`config.mk`:
```
export PLATFORM = sky130hd
export DESIGN_NAME = sbc_mcu_control_interface
export DESIGN_NICKNAME = d
export VERILOG_FILES = /design/src/sbc_mcu_control_interface.v
export VERILOG_INCLUDE_DIRS = /design/src
export SDC_FILE = /design/constraint.sdc
export NUM_CORES = 1
export LEC_CHECK = 0
export BUFFER_PORTS_ARGS = -buffer_cell sky130_fd_sc_hd__clkbuf_2
export CORE_ASPECT_RATIO = 0.5
export CORE_UTILIZATION = 31
export DETAILED_ROUTE_END_ITERATION = 10
export SLEW_MARGIN = 20
export SYNTH_ARGS = -nofsm -noshare
export SYNTH_HDL_FRONTEND = slang
export SYNTH_SLANG_ARGS = --single-unit
```
`constraint.sdc`:
```
create_clock -name clk -period 4.4 [get_ports clk]
set_input_delay 1.32 -clock clk [delete_from_list [all_inputs] [get_ports clk]]
set_output_delay 1.32 -clock clk [all_outputs]
set_load 0.01 [all_outputs]
```
`src/sbc_mcu_ctrl_defines.vh`:
```
`ifndef SBC_MCU_CTRL_DEFINES_VH
`define SBC_MCU_CTRL_DEFINES_VH
// Mode codes
`define MODE_RESET 3'h0
`define MODE_NREQ 3'h1
`define MODE_NORMAL 3'h2
`define MODE_STOP 3'h3
`define MODE_SLEEP 3'h4
// Frame
`define FRAME_BITS 4'h8
// Command layout: [7:5] address, [4:0] data
`define CMD_ADDR_MSB 7
`define CMD_ADDR_LSB 5
`define ADDR_MODE 3'h0
`define ADDR_HSIDE 3'h1
`define ADDR_LSIDE 3'h2
`define ADDR_MUX 3'h3
`define ADDR_GAIN 3'h4
`define ADDR_HALL 3'h5
`define ADDR_CYCLIC 3'h6
`define ADDR_STATUS 3'h7
// Mux channels
`define MUX_BATT 3'h0
`define MUX_WAKE1 3'h1
`define MUX_WAKE4 3'h4
`define MUX_TEMP 3'h5
// Reset values
`define RST_MUX 3'h0
`define RST_GAIN 2'h0
// Timing
`define RST_FILT_NS 1000
`define CLK_NS 4
`define RST_FILT_CYC ((`RST_FILT_NS + `CLK_NS - 1) / `CLK_NS)
`define RST_OUT_NS 1000000
`define RST_OUT_CYC (`RST_OUT_NS / `CLK_NS)
`define WDOG_DEF_MS 150
`define WDOG_DEF_CYC (`WDOG_DEF_MS * 1000000 / `CLK_NS)
`define CYC_PERIOD_CYC 2500000
`define CYC_ON_CYC 250
`endif

```
`src/sbc_mcu_control_interface.v`:
```
`timescale 1ns/1ps
`include "sbc_mcu_ctrl_defines.vh"
module sbc_mcu_control_interface #(
   parameter RST_OUT_CYC = `RST_OUT_CYC,
   parameter WDOG_DEF_CYC = `WDOG_DEF_CYC,
   parameter CYC_PERIOD_CYC = `CYC_PERIOD_CYC
) (
   // Clock and reset
   input wire clk,
   input wire rst,
   // Serial link
   input wire chipSelN,
   input wire serialClk,
   input wire serialIn,
   output reg serialOut,
   output reg serialOutEnN,
   // Reset pin
   input wire resetPinIn,
   output reg resetPinOut,
   output reg resetPinOeN,
   // Interrupt
   output reg irqN,
   // Watchdog strap: 00 grounded, 01 resistor, 10 open
   input wire [1:0] watchdogConfigPin,
   output reg watchdogEnable,
   output reg watchdogDefault,
   // Events from the analog side
   input wire faultEvent,
   input wire resetCondition,
   // Switches
   input wire pwmDriveInput,
   output reg [1:0] highSwitch,
   output reg [1:0] lowSwitch,
   // Wake inputs and analog controls
   input wire [3:0] wakeInput,
   output reg [2:0] analogMuxSel,
   output reg [1:0] currentAmpGain,
   output reg hallSensorSupply,
   output reg [2:0] modeState
);
   // Two-stage synchronisers; only stage 2 is read
   reg [5:0] s1_r;
   reg [5:0] s2_r;
   reg [3:0] w1_r;
   reg [3:0] w2_r;
   reg csPrev_r;
   reg sckPrev_r;
   wire csS = s2_r[0];
   wire sckS = s2_r[1];
   wire mosiS = s2_r[2];
   wire rstPinS = s2_r[3];
   wire pwmS = s2_r[4];
   always @(posedge clk) begin
      if (rst) begin
         // Reset pin reads low here: we pull it during reset
         s1_r <= 6'h13;
         s2_r <= 6'h13;
         w1_r <= 4'h0;
         w2_r <= 4'h0;
      end else begin
         s1_r <= {1'b0, pwmDriveInput, resetPinIn, serialIn, serialClk, chipSelN};
         s2_r <= s1_r;
         w1_r <= wakeInput;
         w2_r <= w1_r;
      end
   end

   wire csFall = csPrev_r & ~csS;
   wire csRise = ~csPrev_r & csS;
   wire sckRise = ~sckPrev_r & sckS & ~csS;
   wire sckFallE = sckPrev_r & ~sckS & ~csS;

   function muxHidesInput;
      input [2:0] sel;
      input [1:0] idx;
      begin
         muxHidesInput = (sel == (`MUX_WAKE1 + {1'b0, idx}));
      end
   endfunction

   reg [7:0] shiftIn_r;
   reg [7:0] shiftOut_r;
   reg [4:0] bitCnt_r;
   reg [1:0] hsCtl_r;
   reg [1:0] lsCtl_r;
   reg hsPwmEn_r;
   reg lsPwmEn_r;
   reg cycEn_r;
   reg cycSel_r;
   reg [3:0] status_r;
   reg [3:0] wakePrev_r;
   reg [3:0] cycSample_r;
   reg [23:0] rstCnt_r;
   reg [31:0] timer_r;
   reg [31:0] cycCnt_r;
   reg [1:0] strap_r;
   reg strapTaken_r;
   reg rstFiltered_r;
   reg [7:0] filtCnt_r;
   reg [2:0] mode_nxt;
   wire [3:0] digMask;
   // Short periods would otherwise leave the switch on for the whole cycle
   localparam CYC_ON = (CYC_PERIOD_CYC > 2 * `CYC_ON_CYC) ? `CYC_ON_CYC : CYC_PERIOD_CYC / 2;
   assign digMask[0] = ~muxHidesInput(analogMuxSel, 2'h0);
   assign digMask[1] = ~muxHidesInput(analogMuxSel, 2'h1);
   assign digMask[2] = ~muxHidesInput(analogMuxSel, 2'h2);
   assign digMask[3] = ~muxHidesInput(analogMuxSel, 2'h3);
   wire [3:0] wakeDig = w2_r & digMask;
   wire frameOk = csRise & (bitCnt_r == {1'b0, `FRAME_BITS});
   wire [2:0] cmdAddr = shiftIn_r[`CMD_ADDR_MSB:`CMD_ADDR_LSB];
   wire normalish = (modeState == `MODE_NORMAL) || (modeState == `MODE_NREQ);
   wire lowPower = (modeState == `MODE_STOP) || (modeState == `MODE_SLEEP);
   wire inCycOn = cycEn_r && (cycCnt_r < CYC_ON);
   wire cycSampleNow = cycEn_r && (cycCnt_r == CYC_ON - 1);
   wire inChange = lowPower && !cycEn_r && (wakeDig != wakePrev_r);
   wire cycChange = lowPower && cycSampleNow && (wakeDig != cycSample_r);
   wire stopCsWake = (modeState == `MODE_STOP) && csRise;
   wire wakeEvt = inChange | cycChange;

   always @(posedge clk) begin
      if (rst) begin
         csPrev_r <= 1'b1;
         sckPrev_r <= 1'b1;
         bitCnt_r <= 5'h0;
         shiftIn_r <= 8'h00;
         shiftOut_r <= 8'h00;
         serialOut <= 1'b0;
         serialOutEnN <= 1'b1;
      end else begin
         csPrev_r <= csS;
         sckPrev_r <= sckS;
         serialOutEnN <= csS;
         if (csFall) begin
            bitCnt_r <= 5'h0;
            shiftOut_r <= {normalish, modeState, wakeDig};
            serialOut <= normalish;
         end else if (sckRise) begin
            shiftIn_r <= {shiftIn_r[6:0], mosiS};
            if (bitCnt_r != 5'h1f) begin
               bitCnt_r <= bitCnt_r + 5'h1;
            end
         end else if (sckFallE) begin
            shiftOut_r <= {shiftOut_r[6:0], 1'b0};
            serialOut <= shiftOut_r[6];
         end
      end
   end

   // Reset pin glitch filter
   always @(posedge clk) begin
      if (rst) begin
         filtCnt_r <= 8'h0;
         rstFiltered_r <= 1'b0;
      end else begin
         if (rstPinS == rstFiltered_r) begin
            filtCnt_r <= 8'h0;
         end else if (filtCnt_r == (`RST_FILT_CYC - 1)) begin
            filtCnt_r <= 8'h0;
            rstFiltered_r <= rstPinS;
         end else begin
            filtCnt_r <= filtCnt_r + 8'h1;
         end
      end
   end

   // Mode sequencing
   always @* begin
      mode_nxt = modeState;
      case (modeState)
         `MODE_RESET: mode_nxt = `MODE_RESET;
         `MODE_NREQ, `MODE_NORMAL: begin
            if (frameOk && cmdAddr == `ADDR_MODE) begin
               case (shiftIn_r[1:0])
                  2'h0: mode_nxt = `MODE_NORMAL;
                  2'h1: mode_nxt = `MODE_STOP;
                  2'h2: mode_nxt = `MODE_SLEEP;
                  default: mode_nxt = modeState;
               endcase
            end
         end
         `MODE_STOP: if (wakeEvt || stopCsWake) mode_nxt = `MODE_NREQ;
         `MODE_SLEEP: if (wakeEvt) mode_nxt = `MODE_RESET;
         default: mode_nxt = `MODE_RESET;
      endcase
   end

   always @(posedge clk) begin
      if (rst) begin
         modeState <= `MODE_RESET;
         rstCnt_r <= 24'h0;
         resetPinOut <= 1'b0;
         resetPinOeN <= 1'b0;
         timer_r <= 32'h0;
         strap_r <= 2'h0;
         strapTaken_r <= 1'b0;
         watchdogEnable <= 1'b0;
         watchdogDefault <= 1'b0;
      end else begin
         // Strap caught after reset release, not under reset
         if (!strapTaken_r) begin
            strap_r <= watchdogConfigPin;
            strapTaken_r <= 1'b1;
         end
         watchdogEnable <= strapTaken_r && (strap_r != 2'h0);
         watchdogDefault <= strapTaken_r && (strap_r == 2'h2);
         // A new condition restarts the pull even after the pin was let go
         if (resetCondition && (modeState != `MODE_RESET || resetPinOeN)) begin
            modeState <= `MODE_RESET;
            rstCnt_r <= 24'h0;
            resetPinOeN <= 1'b0;
         end else if (modeState == `MODE_RESET) begin
            if (rstCnt_r < RST_OUT_CYC[23:0]) begin
               rstCnt_r <= rstCnt_r + 24'h1;
            end else begin
               resetPinOeN <= 1'b1;
            end
            // Level, not edge: a short pull may never get through the filter
            if (resetPinOeN && rstFiltered_r) begin
               modeState <= `MODE_NREQ;
               timer_r <= 32'h0;
            end
         end else if (rstFiltered_r == 1'b0) begin
            // Microcontroller holds the pin: follow it back through reset
            modeState <= `MODE_RESET;
            rstCnt_r <= RST_OUT_CYC[23:0];
         end else begin
            modeState <= mode_nxt;
            if (modeState == `MODE_NREQ && strap_r != 2'h1) begin
               // Grounded strap skips the wait; open strap waits the default period
               if (strap_r == 2'h0 || timer_r >= WDOG_DEF_CYC) modeState <= `MODE_NORMAL;
               timer_r <= timer_r + 32'h1;
            end else begin
               timer_r <= 32'h0;
            end
         end
      end
   end

   // Command registers, committed only on a good frame; hall supply also cleared outside normal and request
   always @(posedge clk) begin
      if (rst) begin
         hsCtl_r <= 2'h0;
         lsCtl_r <= 2'h0;
         hsPwmEn_r <= 1'b0;
         lsPwmEn_r <= 1'b0;
         analogMuxSel <= `RST_MUX;
         currentAmpGain <= `RST_GAIN;
         hallSensorSupply <= 1'b0;
         cycEn_r <= 1'b0;
         cycSel_r <= 1'b0;
      end else begin
         if (frameOk) begin
            case (cmdAddr)
               `ADDR_HSIDE: begin
                  hsCtl_r <= shiftIn_r[1:0];
                  hsPwmEn_r <= shiftIn_r[2];
               end
               `ADDR_LSIDE: begin
                  lsCtl_r <= shiftIn_r[1:0];
                  lsPwmEn_r <= shiftIn_r[2];
               end
               `ADDR_MUX: if (shiftIn_r[2:0] <= `MUX_TEMP) analogMuxSel <= shiftIn_r[2:0];
               `ADDR_GAIN: currentAmpGain <= shiftIn_r[1:0];
               `ADDR_HALL: if (modeState == `MODE_NORMAL) hallSensorSupply <= shiftIn_r[0];
               `ADDR_CYCLIC: begin
                  cycEn_r <= shiftIn_r[0];
                  cycSel_r <= shiftIn_r[1];
               end
               default: cycEn_r <= cycEn_r;
            endcase
         end
         if (!normalish) hallSensorSupply <= 1'b0;
      end
   end

   // Switches, cyclic sense and interrupt
   always @(posedge clk) begin
      if (rst) begin
         highSwitch <= 2'h0;
         lowSwitch <= 2'h0;
         cycCnt_r <= 32'h0;
         cycSample_r <= 4'h0;
         wakePrev_r <= 4'h0;
         status_r <= 4'h0;
         irqN <= 1'b1;
      end else begin
         if (normalish) begin
            highSwitch <= hsPwmEn_r ? (hsCtl_r & {2{pwmS}}) : hsCtl_r;
            lowSwitch <= lsPwmEn_r ? (lsCtl_r & {2{pwmS}}) : lsCtl_r;
         end else if (lowPower && inCycOn) begin
            highSwitch <= cycSel_r ? 2'h2 : 2'h1;
            lowSwitch <= 2'h0;
         end else begin
            highSwitch <= 2'h0;
            lowSwitch <= 2'h0;
         end
         cycCnt_r <= (cycCnt_r >= CYC_PERIOD_CYC - 1) ? 32'h0 : cycCnt_r + 32'h1;
         if (cycSampleNow) cycSample_r <= wakeDig;
         wakePrev_r <= wakeDig;
         // Set wins over clear
         if ((normalish && faultEvent) || (modeState == `MODE_STOP && wakeEvt)) begin
            status_r <= status_r | {normalish & faultEvent, wakeEvt, 2'h0};
         end else if (frameOk && cmdAddr == `ADDR_STATUS) begin
            status_r <= 4'h0;
         end
         irqN <= ~(|status_r);
      end
   end
endmodule

```
==> implementation parameters <==
Parameter                              Value

Detailed routing
  Antenna viol nets, final ... 0
  Number of DRC markers after the initial detailed-route iteration ... approximately 370
  First drt pass iteration count ... 5
  DR vias ... 5812
  Total Routed Length ... between 15000 and 20000 um
  Wire length per cell after detailed routing ... between 10 and 15 um
  DRC ... 0
  Average vias per placed instance ... between 4 and 5

STA
  RSZ-0062 raised after global routing ... no
  Slew margin rel. ... 32.9%
  Highest clock frequency the design can meet ... 338 MHz
  Final Slew Violations ... 0
  Worst-Margin Slew ... 1.00 ns
  # setup viols final ... 0
  Final critical-path share of the clock period ... between 60% and 70%
  Setup TNS Final ... 0 ns
  Hold Fails Final Rpt ... 0
  Final Critical Period ... 2.96 ns
  Worst clock skew ... around 0.0093 ns

Final layout
  Number of nets in the layout ... between 900 and 1000
  Layout overhead on the synthesized area ... 14.4%
  Fill cell count ... 2292
  Area of the multi-input gates ... 3730 um2
  Seq. cell area ... 3520 um2
  Ant. Diodes ... 0
  Final cell count without fillers ... about 1200
  Fraction of final layout cells sized beyond drive strength 1 ... under 10%

Global routing
  Largest net degree at the start of global routing ... 67
  Total Routing Usage GR ... 13.1%
  Via count of the first global-routing pass ... between 5000 and 6000
  Antenna violations before repair ... 0
  GRT Residual Overflow ... 0
  Global-route wire length before repair ... between 20000 and 30000 um

Clock network
  Clock Sink Count ... between 150 and 200
  Count of buffers added by post-CTS timing repair for setup ... 0
  CTS hold repair buffers ... 0
  Post-cts gate resize count ... 0
  Number of H-tree levels ... 4
  Clock latency of the later-clocked register in the worst-skew pair ... approximately 0.44 ns
  Number of clock buffers inserted by TritonCTS ... 17
  Root buf cell ... sky130_fd_sc_hd__clkbuf_16
  Clock transition at the registers of the reported paths ... 0.07 ns
  CTS tree ... yes
  Maximum buffer depth of the clock tree ... 2

Placement
  Gpl congestion ... roughly 0.77
  DP HPWL ... just over 10000 um
  Placed Instances ... around 1200
  Port Buffer Count ... 33

Floorplanning
  Number of cell rows ... 39
  Core region area ... between 20000 and 25000 um2
  Die Footprint ... approximately 25000 um2
  Die outline width ... approximately 220 um
  I/O pin total ... 35
  Starting density of the core ... between 30% and 40%
  Overall die height ... around 110 um

Synth
  Ys Warns ... 0
  Proportion of synthesized flip-flops having asynchronous set or reset ... 0%
  Part of the Yosys area used for sequential elements ... a little under half
  Synthesized flop and latch total ... between 150 and 200
  Synthesized cell area ... roughly 7400 um2
  Biggest area consumer among synthesized cells ... sky130_fd_sc_hd__dfxtp_1
  Cell variety after synth ... 70
  Synthesized area divided by synthesized cell count ... about 8.7 um2
  Area share of the leading cell type in the synthesized netlist ... a little under half
  Synth Instances ... around 860
  Largest cells by area after synthesis ... sky130_fd_sc_hd__dfxtp_1, sky130_fd_sc_hd__nor2_1, sky130_fd_sc_hd__xor2_1, sky130_fd_sc_hd__nand2_1, sky130_fd_sc_hd__a21oi_1
  Most used flip-flop cell after synthesis ... sky130_fd_sc_hd__dfxtp_1
  Number of enable flip-flop cells after synthesis ... 0

Worst setup path
  Maximum cell stage delay along the critical path ... ~0.60 ns
  Worst Path Class, Setup ... primary input to flip-flop
  CP required ... about 4.7 ns
  Startpoint type of the worst setup path ... primary input
  Slowest stage cell, crit path ... sky130_fd_sc_hd__nor4b_4
  Critical path peak fanout ... 11
  Ordered list of cells on the worst path ... clkbuf_2 > nand2b_1 > nor4b_4 > nand4_1 > or3_1 > a21oi_1
  Arrival time at the worst endpoint ... 3.30 ns
  Category of the worst setup path capture point ... flip-flop

Pwr
  Sequential share of power ... approximately 49%
  Worst vdd ir ... roughly 250 uV
  Clk network pwr share ... about half
  Total power density per cell area ... 388 nW/um2
  Internal Dissipation ... approximately 0.0026 W
  Switching power share of the total ... a little under a quarter
  Share of power burned in combinational logic ... 2.2%
  Net switching component of the power ... 0.000747 W
  Reported leakage power ... ~3.0 nW
  Post-route total power ... between 0.003 and 0.004 W

Worst hold path
  Path class of the lowest-slack min-delay path ... flip-flop to flip-flop

Status
  Result of the run ... finished, final reports clean

Flow run
  Total of max-cap violations ... 0
final cells by class:
| type | instances | area share (%) |
|---|---|---|
| Clock inverter | 14 | 2.26 |
| Sequential cell | 176 | 41.3 |
| Multi-Input combinational cell | 633 | 43.8 |
| Tap cell | 307 | 4.51 |
| Timing Repair Buffer | 34 | 2.03 |
| Inverter | 24 | 1.06 |
| Clock buffer | 18 | 5.03 |
cells in the mapped netlist (all sizes together) (16+ instances only):
cell type  number
dfxtp         176
clkbuf         26
nor2b          16
nand2          82
xnor2          29
nand3          37
a21oi          52
nor2          139
o21ai          21
inv            23
xor2           40
nand4          23
nor3           19
flip-flops by register name (all words and copies together) (netlist names), 3 cells and up:
| name | count |
|---|---|
| cycSample_r | 4 |
| modeState | 3 |
| filtCnt_r | 8 |
| wakePrev_r | 4 |
| s1_r | 5 |
| cycCnt_r | 32 |
| bitCnt_r | 5 |
| timer_r | 32 |
| shiftOut_r | 7 |
| analogMuxSel | 3 |
| w2_r | 4 |
| w1_r | 4 |
| s2_r | 5 |
| rstCnt_r | 24 |
| shiftIn_r | 8 |
worst max-delay path: cells and delay by family:
family                 cells  cell delay, ns
and+or+nand+nor            4            1.73
buffers and inverters      1            0.11
AOI/OAI and AO/OA          1            0.14
stage by stage:
stage	area, um2	utilization [%]	setup WS, ns	hold WS, ns
final	8520	36.8	1.44	0.417
after global placement	7900	34.1	1.05	0.398
after CTS	8520	36.8	1.44	0.420
after global routing	8520	36.8	1.24	0.433
after detailed placement	7900	34.1	0.980	0.399
after floorplan	7490	-	1.52	0.389
cells by family (layout without fill, tap and decap cells):
logic type / Yosys count / count (layout) / synth area share, %
compound gates: 116 / 116 / 9.76
xor+xnor: 69 / 69 / 8.11
fa+ha+maj: 10 / 10 / 1.68
buf+inv: 58 / 90 / 3.11
flops: 176 / 176 / 47.3
mux: 16 / 16 / 2.17
other cells: 1 / 11 / 0.0503
simple gates: 411 / 411 / 27.8
metal layers:
layer	share of wire, %	vias to the layer above	track usage, %
met5	0	-	0
met4	1.6	0	5.27
met3	3.2	18	3.17
met2	47	72	22.6
met1	48	2729	15.6
li1	-	2993	-
final timing paths:
check / startpoint / end / slack, ns / cells after the start
worst min register to register: s1_r[1] / s2_r[1] / 0.42 / 1
worst min-delay path: s1_r[1] / s2_r[1] / 0.42 / 1
worst max register to register: modeState[2] / timer_r[23] / 1.70 / 5
worst max-delay path: resetCondition / timer_r[23] / 1.44 / 6
cells in the final DEF, fill, tap and decap left out, types with 17 or more instances in the layout:
cell type / synthesis / routed
sky130_fd_sc_hd__dfxtp_1: 176 / 176
sky130_fd_sc_hd__nor2_1: 139 / 139
sky130_fd_sc_hd__nand2_1: 82 / 82
sky130_fd_sc_hd__a21oi_1: 52 / 52
sky130_fd_sc_hd__xor2_1: 40 / 40
sky130_fd_sc_hd__nand3_1: 36 / 36
sky130_fd_sc_hd__clkbuf_2: 0 / 33
sky130_fd_sc_hd__xnor2_1: 29 / 29
sky130_fd_sc_hd__inv_1: 23 / 23
sky130_fd_sc_hd__nand4_1: 22 / 22
sky130_fd_sc_hd__nor3_1: 19 / 19
sky130_fd_sc_hd__o21ai_0: 18 / 18
sky130_fd_sc_hd__clkbuf_16: 0 / 17
power by group through the flow:
| stage | Sequential [W] | Clock [W] | Combinational, W |
|---|---|---|---|
| floorplan | 0.00166 | 0 | 0.0000535 |
| global placement | 0.00166 | 0 | 0.0000739 |
| detailed placement | 0.00166 | 0 | 0.0000746 |
| CTS | 0.00163 | 0.00164 | 0.0000749 |
| global route | 0.00163 | 0.00171 | 0.0000844 |
| finish | 0.00163 | 0.00160 | 0.0000732 |
Power figures use the tool's default switching activity.
